`src/hw/rsmi_pkg.sv`:
```
package rsmi_pkg;
  // Register addresses: page select is bit 6 of the main status register
  localparam logic [4:0] ADDR_MAIN_STATUS = 5'h00;
  localparam logic [4:0] ADDR_PERIODIC_FLAG = 5'h03;
  localparam logic [4:0] ADDR_TIME_SAVE = 5'h04;
  localparam logic [4:0] ADDR_RT_MODE = 5'h01;
  localparam logic [4:0] ADDR_OUT_MODE = 5'h02;
  localparam logic [4:0] ADDR_PERIODIC_EN = 5'h03;
  localparam logic [4:0] ADDR_ALARM_PF_EN = 5'h04;
  localparam logic [4:0] ADDR_RAM_TEST = 5'h1F;
  localparam logic [4:0] ADDR_IRQ_STATUS = 5'h1C;
  localparam logic [4:0] ADDR_IRQ_ENABLE = 5'h1D;
  localparam logic [4:0] ADDR_IRQ_CLEAR = 5'h1E;
  // Bit positions
  localparam int BIT_REG_SELECT = 6;
  localparam int BIT_TEST_MODE = 7;
  localparam int BIT_OSC_FAIL = 6;
  localparam int BIT_CLOCK_RUN = 3;
  localparam int BIT_IRQ_ON_BACKUP = 4;
  localparam int BIT_PF_ENABLE = 7;
  localparam int BIT_ALARM_ENABLE = 6;
  localparam int BIT_MFO_CRYSTAL = 7;
  localparam int BIT_OSC_FAIL_INHIBIT = 0;
  // Event bits in the interrupt status register
  localparam int EV_STANDBY_ENTER = 0;
  localparam int EV_STANDBY_EXIT = 1;
  localparam int EV_OSC_FAIL = 2;
  localparam int EV_CLOCK_BLOCKED = 3;
  localparam int EV_COUNT = 4;
  // Reset values
  localparam logic [7:0] RESET_BYTE = 8'h00;
  localparam logic [7:0] PERIODIC_EN_STANDBY_MASK = 8'h3F;
  localparam logic [7:0] ALARM_PF_STANDBY_MASK = 8'hC0;
  localparam int SYNC_STAGES = 3;
endpackage : rsmi_pkg

```
`src/hw/rsmi_control.sv`:
```
// What this block does
// - Periodic flag bit 7 writes enter/leave test
// - Zero write to 1Fh in test clears
// - Clock start sets only while oscillator fail is clear
// - Periodic flag bit 6 reads oscillator fail
// - Bit 6 write picks supply mode, guarded
// - Power fail enable arms power fail input
// - Backup bit keeps power fail enable in standby
// - Standby in battery mode without backup bit clears enables
module rsmi_control (
  input wire logic clk_i,
  input wire logic reset_n_i,
  input wire logic [4:0] addr_i,
  input wire logic [7:0] wdata_i,
  input wire logic wr_i,
  input wire logic rd_i,
  output logic [7:0] rdata_o,
  input wire logic osc_running_i,
  input wire logic batt_above_main_i,
  input wire logic power_fail_input_i,
  output logic test_mode_o,
  output logic clock_run_o,
  output logic single_supply_o,
  output logic power_fail_armed_o,
  output logic power_fail_irq_o,
  output logic standby_o,
  output logic multi_function_output_o,
  output logic irq_o
);

  // Three-stage synchronisers for pin inputs
  // Raw shift registers, one per pin
  logic [rsmi_pkg::SYNC_STAGES-1:0] osc_sync_r;
  logic [rsmi_pkg::SYNC_STAGES-1:0] sby_sync_r;
  logic [rsmi_pkg::SYNC_STAGES-1:0] pf_sync_r;

  // Filtered levels after stages agree
  logic osc_run_r;
  logic standby_r;
  logic pf_pin_r;

  // Register state
  // Page select lives here
  logic [7:0] main_status_r;

  // Periodic flag state
  logic test_mode_r;
  logic single_supply_r;

  // Page one control bytes
  logic [7:0] rt_mode_r;
  logic [7:0] out_mode_r;

  // Page zero spare storage
  logic [7:0] time_save_r;

  // Enables cleared on standby entry
  logic [7:0] periodic_en_r;
  logic [7:0] alarm_pf_en_r;

  // Test conditions, inhibit in bit 0
  logic [7:0] ram_test_r;

  // Event status and its mask
  logic [rsmi_pkg::EV_COUNT-1:0] irq_status_r;
  logic [rsmi_pkg::EV_COUNT-1:0] irq_enable_r;

  // Registered outputs
  logic [7:0] rdata_r;
  logic irq_r;
  logic pf_irq_r;
  logic mfo_r;

  // Combinational decode
  // Page select decoded
  logic page1;
  // Oscillator fail as software sees it
  logic osc_fail;
  // One-cycle standby entry pulse
  logic standby_rise;
  // One-cycle standby exit pulse
  logic standby_fall;
  // Periodic flag write, page zero
  logic wr_flag;
  // Real time mode write, page one
  logic wr_mode;
  // Periodic enable write
  logic wr_pen;
  // Alarm and power fail enable write
  logic wr_apen;
  // Refused clock start attempt
  logic clock_start_blocked;
  // Event pulses into status
  logic [rsmi_pkg::EV_COUNT-1:0] events;

  // Page and per-register write strobes
  assign page1 = main_status_r[rsmi_pkg::BIT_REG_SELECT];
  assign wr_flag = wr_i && !page1 && addr_i == rsmi_pkg::ADDR_PERIODIC_FLAG;
  assign wr_mode = wr_i && page1 && addr_i == rsmi_pkg::ADDR_RT_MODE;
  assign wr_pen = wr_i && page1 && addr_i == rsmi_pkg::ADDR_PERIODIC_EN;
  assign wr_apen = wr_i && page1 && addr_i == rsmi_pkg::ADDR_ALARM_PF_EN;

  // Oscillator fail unless running, or unless test inhibit is set
  assign osc_fail = !osc_run_r && !ram_test_r[rsmi_pkg::BIT_OSC_FAIL_INHIBIT];

  // Standby edges from the synchronised supply comparator
  assign standby_rise = (sby_sync_r[2] == sby_sync_r[1]) && sby_sync_r[1] && !standby_r;
  assign standby_fall = (sby_sync_r[2] == sby_sync_r[1]) && !sby_sync_r[1] && standby_r;

  // A refused start is logged as an event
  assign clock_start_blocked = wr_mode && wdata_i[rsmi_pkg::BIT_CLOCK_RUN] && osc_fail;

  // Events feeding the sticky status
  always_comb begin
    events = '0;
    // Standby entry and exit
    events[rsmi_pkg::EV_STANDBY_ENTER] = standby_rise;
    events[rsmi_pkg::EV_STANDBY_EXIT] = standby_fall;
    // Failure is a level and re-sets
    events[rsmi_pkg::EV_OSC_FAIL] = osc_fail;
    // Clock start refused
    events[rsmi_pkg::EV_CLOCK_BLOCKED] = clock_start_blocked;
  end

  // Input synchronisers; second and third stages must agree
  always_ff @(posedge clk_i) begin
    if (!reset_n_i) begin
      // Flush all stages
      osc_sync_r <= '0;
      sby_sync_r <= '0;
      pf_sync_r <= '0;
    end else begin
      // Shift each pin one stage per clock
      osc_sync_r <= {osc_sync_r[1:0], osc_running_i};
      sby_sync_r <= {sby_sync_r[1:0], batt_above_main_i};
      pf_sync_r <= {pf_sync_r[1:0], power_fail_input_i};
    end
  end

  // Filtered levels
  always_ff @(posedge clk_i) begin
    if (!reset_n_i) begin
      // Oscillator assumed stopped
      osc_run_r <= 1'b0;
      standby_r <= 1'b0;
      pf_pin_r <= 1'b0;
    end else begin
      // Hold the last level while stages disagree
      if (osc_sync_r[2] == osc_sync_r[1]) osc_run_r <= osc_sync_r[1];
      if (sby_sync_r[2] == sby_sync_r[1]) standby_r <= sby_sync_r[1];
      if (pf_sync_r[2] == pf_sync_r[1]) pf_pin_r <= pf_sync_r[1];
    end
  end

  // Main status page select and spare bits
  always_ff @(posedge clk_i) begin
    if (!reset_n_i) begin
      // Page zero after reset
      main_status_r <= rsmi_pkg::RESET_BYTE;
    end else if (wr_i && addr_i == rsmi_pkg::ADDR_MAIN_STATUS) begin
      main_status_r <= wdata_i;
    end
  end

  // Test mode and supply mode from the periodic flag register
  always_ff @(posedge clk_i) begin
    if (!reset_n_i) begin
      test_mode_r <= 1'b0;
      // Single supply until software chooses
      single_supply_r <= 1'b1;
    end else if (wr_flag) begin
      test_mode_r <= wdata_i[rsmi_pkg::BIT_TEST_MODE];
      if (wdata_i[rsmi_pkg::BIT_OSC_FAIL]) begin
        single_supply_r <= 1'b1;
      end else if (!osc_fail) begin
        // Battery mode only while oscillator fail is clear
        single_supply_r <= 1'b0;
      end
    end
  end

  // Test register; a zero write in test mode clears every test condition
  always_ff @(posedge clk_i) begin
    if (!reset_n_i) begin
      ram_test_r <= rsmi_pkg::RESET_BYTE;
    end else if (wr_i && !page1 && addr_i == rsmi_pkg::ADDR_RAM_TEST) begin
      // Writes outside test mode are dropped
      if (test_mode_r) ram_test_r <= wdata_i;
    end
  end

  // Real time mode; clock start accepted only while oscillator fail is clear
  always_ff @(posedge clk_i) begin
    if (!reset_n_i) begin
      rt_mode_r <= rsmi_pkg::RESET_BYTE;
    end else if (wr_mode) begin
      // Keep other bits as written
      rt_mode_r <= wdata_i;
      rt_mode_r[rsmi_pkg::BIT_CLOCK_RUN] <= wdata_i[rsmi_pkg::BIT_CLOCK_RUN] && !osc_fail;
    end else if (osc_fail && !test_mode_r) begin
      // Oscillator fail stops the clock outside test mode
      rt_mode_r[rsmi_pkg::BIT_CLOCK_RUN] <= 1'b0;
    end
  end

  // Output mode and time save control are plain storage
  always_ff @(posedge clk_i) begin
    if (!reset_n_i) begin
      out_mode_r <= rsmi_pkg::RESET_BYTE;
      time_save_r <= rsmi_pkg::RESET_BYTE;
    end else if (wr_i && addr_i == rsmi_pkg::ADDR_OUT_MODE && page1) begin
      // Output mode is page one, time save page zero
      out_mode_r <= wdata_i;
    end else if (wr_i && addr_i == rsmi_pkg::ADDR_TIME_SAVE && !page1) begin
      time_save_r <= wdata_i;
    end
  end

  // Periodic enables; cleared on standby entry in battery mode without backup bit
  always_ff @(posedge clk_i) begin
    if (!reset_n_i) begin
      periodic_en_r <= rsmi_pkg::RESET_BYTE;
    end else if (standby_rise && !single_supply_r && !rt_mode_r[rsmi_pkg::BIT_IRQ_ON_BACKUP]) begin
      periodic_en_r <= periodic_en_r & ~rsmi_pkg::PERIODIC_EN_STANDBY_MASK;
    end else if (wr_pen && !standby_r) begin
      // Host writes are locked out in standby
      periodic_en_r <= wdata_i;
    end
  end

  // Alarm and power fail enables; backup bit holds them through standby
  always_ff @(posedge clk_i) begin
    if (!reset_n_i) begin
      alarm_pf_en_r <= rsmi_pkg::RESET_BYTE;
    end else if (standby_rise && !single_supply_r && !rt_mode_r[rsmi_pkg::BIT_IRQ_ON_BACKUP]) begin
      alarm_pf_en_r <= alarm_pf_en_r & ~rsmi_pkg::ALARM_PF_STANDBY_MASK;
    end else if (wr_apen && !standby_r) begin
      // Host writes are locked out in standby
      alarm_pf_en_r <= wdata_i;
    end
  end

  // Power fail interrupt and output pin select
  always_ff @(posedge clk_i) begin
    if (!reset_n_i) begin
      pf_irq_r <= 1'b0;
      mfo_r <= 1'b0;
    end else begin
      // Standby counts as a power fail
      pf_irq_r <= alarm_pf_en_r[rsmi_pkg::BIT_PF_ENABLE] && (pf_pin_r || standby_r);
      // Pin select: oscillator or active-low interrupt
      mfo_r <= out_mode_r[rsmi_pkg::BIT_MFO_CRYSTAL] ? osc_run_r :
               !(alarm_pf_en_r[rsmi_pkg::BIT_PF_ENABLE] && (pf_pin_r || standby_r));
    end
  end

  // Sticky event status, set wins over clear
  always_ff @(posedge clk_i) begin
    if (!reset_n_i) begin
      irq_status_r <= '0;
      irq_enable_r <= '0;
    end else begin
      if (wr_i && addr_i == rsmi_pkg::ADDR_IRQ_CLEAR) begin
        // Clear write takes its bits away; new events still land
        irq_status_r <= (irq_status_r & ~wdata_i[rsmi_pkg::EV_COUNT-1:0]) | events;
      end else begin
        irq_status_r <= irq_status_r | events;
      end
      // Enable mask is plain storage
      if (wr_i && addr_i == rsmi_pkg::ADDR_IRQ_ENABLE) begin
        irq_enable_r <= wdata_i[rsmi_pkg::EV_COUNT-1:0];
      end
    end
  end

  // Interrupt output
  always_ff @(posedge clk_i) begin
    if (!reset_n_i) irq_r <= 1'b0;
    else irq_r <= |(irq_status_r & irq_enable_r);
  end

  // Read data, valid the cycle after the strobe
  always_ff @(posedge clk_i) begin
    if (!reset_n_i) begin
      rdata_r <= rsmi_pkg::RESET_BYTE;
    end else if (rd_i) begin
      rdata_r <= rsmi_pkg::RESET_BYTE;
      case (addr_i)
        // Main status on both pages
        rsmi_pkg::ADDR_MAIN_STATUS: rdata_r <= main_status_r;
        // Page one shares 03 and 04 with page zero
        rsmi_pkg::ADDR_PERIODIC_FLAG: begin
          if (page1) rdata_r <= periodic_en_r;
          else rdata_r <= {test_mode_r, osc_fail, 6'h00};
        end
        rsmi_pkg::ADDR_TIME_SAVE: rdata_r <= page1 ? alarm_pf_en_r : time_save_r;
        // Page one only
        rsmi_pkg::ADDR_RT_MODE: rdata_r <= page1 ? rt_mode_r : rsmi_pkg::RESET_BYTE;
        rsmi_pkg::ADDR_OUT_MODE: rdata_r <= page1 ? out_mode_r : rsmi_pkg::RESET_BYTE;
        // Page zero only
        rsmi_pkg::ADDR_RAM_TEST: rdata_r <= page1 ? rsmi_pkg::RESET_BYTE : ram_test_r;
        // Status and mask are page-independent
        rsmi_pkg::ADDR_IRQ_STATUS: rdata_r <= {4'h0, irq_status_r};
        rsmi_pkg::ADDR_IRQ_ENABLE: rdata_r <= {4'h0, irq_enable_r};
        // Unmapped reads give zero
        default: rdata_r <= rsmi_pkg::RESET_BYTE;
      endcase
    end else begin
      // Idle bus reads as zero
      rdata_r <= rsmi_pkg::RESET_BYTE;
    end
  end

  // Outputs straight from registers
  // Bus side
  assign rdata_o = rdata_r;

  // Mode bits
  assign test_mode_o = test_mode_r;
  // Clock start bit as accepted
  assign clock_run_o = rt_mode_r[rsmi_pkg::BIT_CLOCK_RUN];
  // Supply mode, one is single supply
  assign single_supply_o = single_supply_r;

  // Power fail and standby
  assign power_fail_armed_o = alarm_pf_en_r[rsmi_pkg::BIT_PF_ENABLE];
  assign power_fail_irq_o = pf_irq_r;
  // Filtered supply comparator
  assign standby_o = standby_r;

  // Pin and interrupt
  assign multi_function_output_o = mfo_r;
  // Level interrupt, one cycle behind status
  assign irq_o = irq_r;

endmodule // rsmi_control

```
`config.mk`:
```
export PLATFORM = sky130hd
export DESIGN_NAME = rsmi_control
export DESIGN_NICKNAME = d
export VERILOG_FILES = /design/src/hw/rsmi_pkg.sv /design/src/hw/rsmi_control.sv
export SDC_FILE = /design/constraint.sdc
export NUM_CORES = 1
export LEC_CHECK = 0
export BUFFER_PORTS_ARGS = -buffer_cell sky130_fd_sc_hd__buf_2
export CORE_UTILIZATION = 57
export CTS_BUF_LIST = sky130_fd_sc_hd__clkbuf_16
export CTS_CLUSTER_DIAMETER = 30
export CTS_CLUSTER_SIZE = 10
export DETAILED_ROUTE_END_ITERATION = 16
export GPL_ROUTABILITY_DRIVEN = 0
export GPL_TIMING_DRIVEN = 0
export PLACE_DENSITY = 0.75
export SLEW_MARGIN = 15
export SYNTH_ARGS = -nofsm -noshare
export SYNTH_HDL_FRONTEND = slang
export SYNTH_SLANG_ARGS = --single-unit
```
`constraint.sdc`:
```
create_clock -name clk_i -period 2.4 [get_ports clk_i]
set_input_delay 0.48 -clock clk_i [delete_from_list [all_inputs] [get_ports clk_i]]
set_output_delay 0.48 -clock clk_i [all_outputs]
set_load 0.02 [all_outputs]
```
==> out/metrics.yaml <==
status: "finished, violations left"
violations: "design-rule violations"
dr.pass1.iters: 12
finalSetupTns_ns: 0
cts_buffer_depth: 2
final_max_slew_viol_count: 0
wl_met2_mm: 4.622
synth_edf_count: 0
synth.distinct_cells: 48
antenna_found_initial: 0
fmax_mhz: 476.1
portBuffers: 26
yosys_warnings: 0
synth_top_area_share_pct: 46.55
ff2ff_setup_slack_ns: 0.30
core_um2: 6422
path_clk_slew_ns: 0.06
rr_endpoint: "rdata_o[1]"
holdCritStartpoint: "power_fail_input_i"
mostFrequentLayoutCell: "dfxtp_1"
r2r_start: "main_status_r[6]"
seq_area_um2: 1782
setup_viol: 0
drv_cap: 0
worst_slack_ns: 0.2996
powerDensity_nw_per_um2: 697.9
dr.max_layer_used: "met4"
worstMarginPinSlew_ns: 0.7163
postCtsSetupBuffers: 0
cts_tree: "built"
ant_nets: 0
die-width_um: 83.95
hold_viol: 0
drt_iter0_markers: 275
p_leak_nw: 1.751
crit_type: "register to register"
wl_met3_um: 687
dp_hpwl_mm: 6.726
ys_top_cells_by_area: "dfxtp_1 47%, mux2i_1 18%, nor2_1 7.4%, a22oi_1 2.4%, clkbuf_1 1.9%"
htreeDepth: 3
synth_flop_cell: "dfxtp_1"
fp.dieArea_um2: 7047
syn-num-nets: 414
totalWireLength_mm: 10.08
syn-mean-instance-area_um2: 9.764
fill_cells: 527
synth-async-reset-ratio_pct: 0
min_path_cells: 2
cts_hold_buffers: 0
ff2ff_path_depth: 5
multi_input_area_um2: 1886
cts_sinks: 89
ys_ff_latch: 89
crit_path_start_kind: "register"
vias: 3159
rsz0062_at_grt: "no"
cp_max_fo: 10
grt_max_degree: 16
finalClockSkew_ns: 0.004740
finalCritPeriodShare_pct: 87.52
fin_area_um2: 4350
grt.overflow.total: 0
std_cell_rows: 29
critPathCaptureType: "register"
clock_latency_ns: 0.34
vias_per_cell: 6.182
ios: 36
ir_worst_vdd_mv: 0.4192
seq_area_frac_synth_pct: 46.55
cts_resized: 0
area_growth_syn_to_layout_pct: 13.66
wl_met1_mm: 4.394
netlist_area_um2: 3827
hold-path-endpoint: "pf_sync_r[0]"
power_mw: 3.036
post-route-min-period_ns: 2.100
routedWlPerCell_um: 19.73
yosys.area.top_type: "dfxtp_1"
grt_pass1_wl_mm: 16.10
drc_errors: 8
die_height_um: 83.95
final_cell_mix: "89 x dfxtp_1, 75 x nor2_1, 69 x mux2i_1, 34 x buf_2, 19 x clkbuf_1"
fin_nets: 451
slew_headroom_pct: 52.25
netlist_instances: 392
grt_pass1_vias: 3088
drive_above_1_share_pct: 13.82
cts_root_buffer: "clkbuf_16"
arrival_ns: 2.38
grt.total_usage_pct: 30.16
hp-class: "primary input to register"
cts_buffers: 9
start_util_pct: 59.59
place_area_um2: 4054
cp_data_required_time_ns: 2.68
n_antenna_cell: 0
post-place-ws_ns: 0.04457
[area by class of cell]
class	instances	area share (%)
Multi-Input combinational cell	267	43.34
Sequential cell	89	40.95
Clock buffer	9	5.177
Buffer	30	3.164
Timing Repair Buffer	26	2.991
Tap cell	77	2.215
Clock inverter	7	1.639
Inverter	6	0.5177
[how the worst max path moves through the flow]
stage,endpoint,cells past startpoint,slack (ns),from
final,rdata_o[1],5,0.30,main_status_r[6]
after global routing,rt_mode_r[0],6,0.22,main_status_r[6]
after global placement,time_save_r[0],5,0.002,addr_i[0]
after floorplan,alarm_pf_en_r[0],6,0.51,addr_i[4]
after detailed placement,time_save_r[0],5,0.04,addr_i[0]
after CTS,rt_mode_r[0],6,0.35,main_status_r[6]
[logic make-up (layout without fill, tap and decap cells)]
family | count (synthesis) | in the layout | share of synthesized area (%)
buffers and inverters | 36 | 78 | 4.184
DFF | 89 | 89 | 46.55
and+or+nand+nor | 135 | 135 | 18.24
muxes | 70 | 70 | 18.34
AOI/OAI and AO/OA | 60 | 60 | 12.03
adders and majority gates | 2 | 2 | 0.6537
[routing by layer]
metal / track usage (%) / vias to the layer above
li1: - / 1463
met1: 40.49 / 1517
met2: 47.69 / 139
met3: 4.451 / 40
met4: 14.42 / 0
met5: 0 / -
[state kept, by name (all words and copies together) (netlist names), 4 cells and up]
name           flops
alarm_pf_en_r      8
irq_enable_r       4
irq_status_r       4
main_status_r      8
out_mode_r         8
periodic_en_r      8
ram_test_r         8
rdata_o            8
rt_mode_r          8
time_save_r        8
[cells in the mapped netlist, types with 2 or more instances]
cell type  number
dfxtp_1        89
nor2_1         75
mux2i_1        69
clkbuf_1       19
a22oi_1        12
and2_1         10
buf_2           8
nand2_1         8
a21oi_1         7
and3_1          7
nor3_1          7
nor2b_1         6
o31a_1          6
a22o_1          5
inv_1           5
nand4_1         5
o21ai_0         5
a21boi_0        4
nand3_1         3
nand3b_1        3
o211ai_1        3
o221ai_1        3
a211oi_1        2
a222oi_1        2
and3b_1         2
buf_6           2
ha_1            2
o21a_1          2
or3_1           2
[worst max-delay path, cell delays in order, from the launching register on]
cell and delay (ns):
dfxtp_1 0.30, buf_2 0.25, buf_1 0.59, nand2_1 0.38
o221ai_1 0.35, o31a_1 0.16
[per-stage QoR]
stage / hold slack (ns) / instances / utilization (%)
6_report: 0.3421 / 511 / 67.74
3_3_place_gp: 0.4149 / 495 / 63.12
4_1_cts: 0.3394 / 511 / 67.74
5_1_grt: 0.3485 / 511 / 67.74
3_5_place_dp: 0.4203 / 495 / 63.12
2_1_floorplan: 0.4119 / 392 / -
[report_power, final]
| group | internal (mW) | switching, mW |
|---|---|---|
| registers | 1.49 | 0.00694 |
| logic | 0.0432 | 0.112 |
| clock network | 0.806 | 0.579 |
| total | 2.34 | 0.699 |
(Power assumes the default switching activity.)
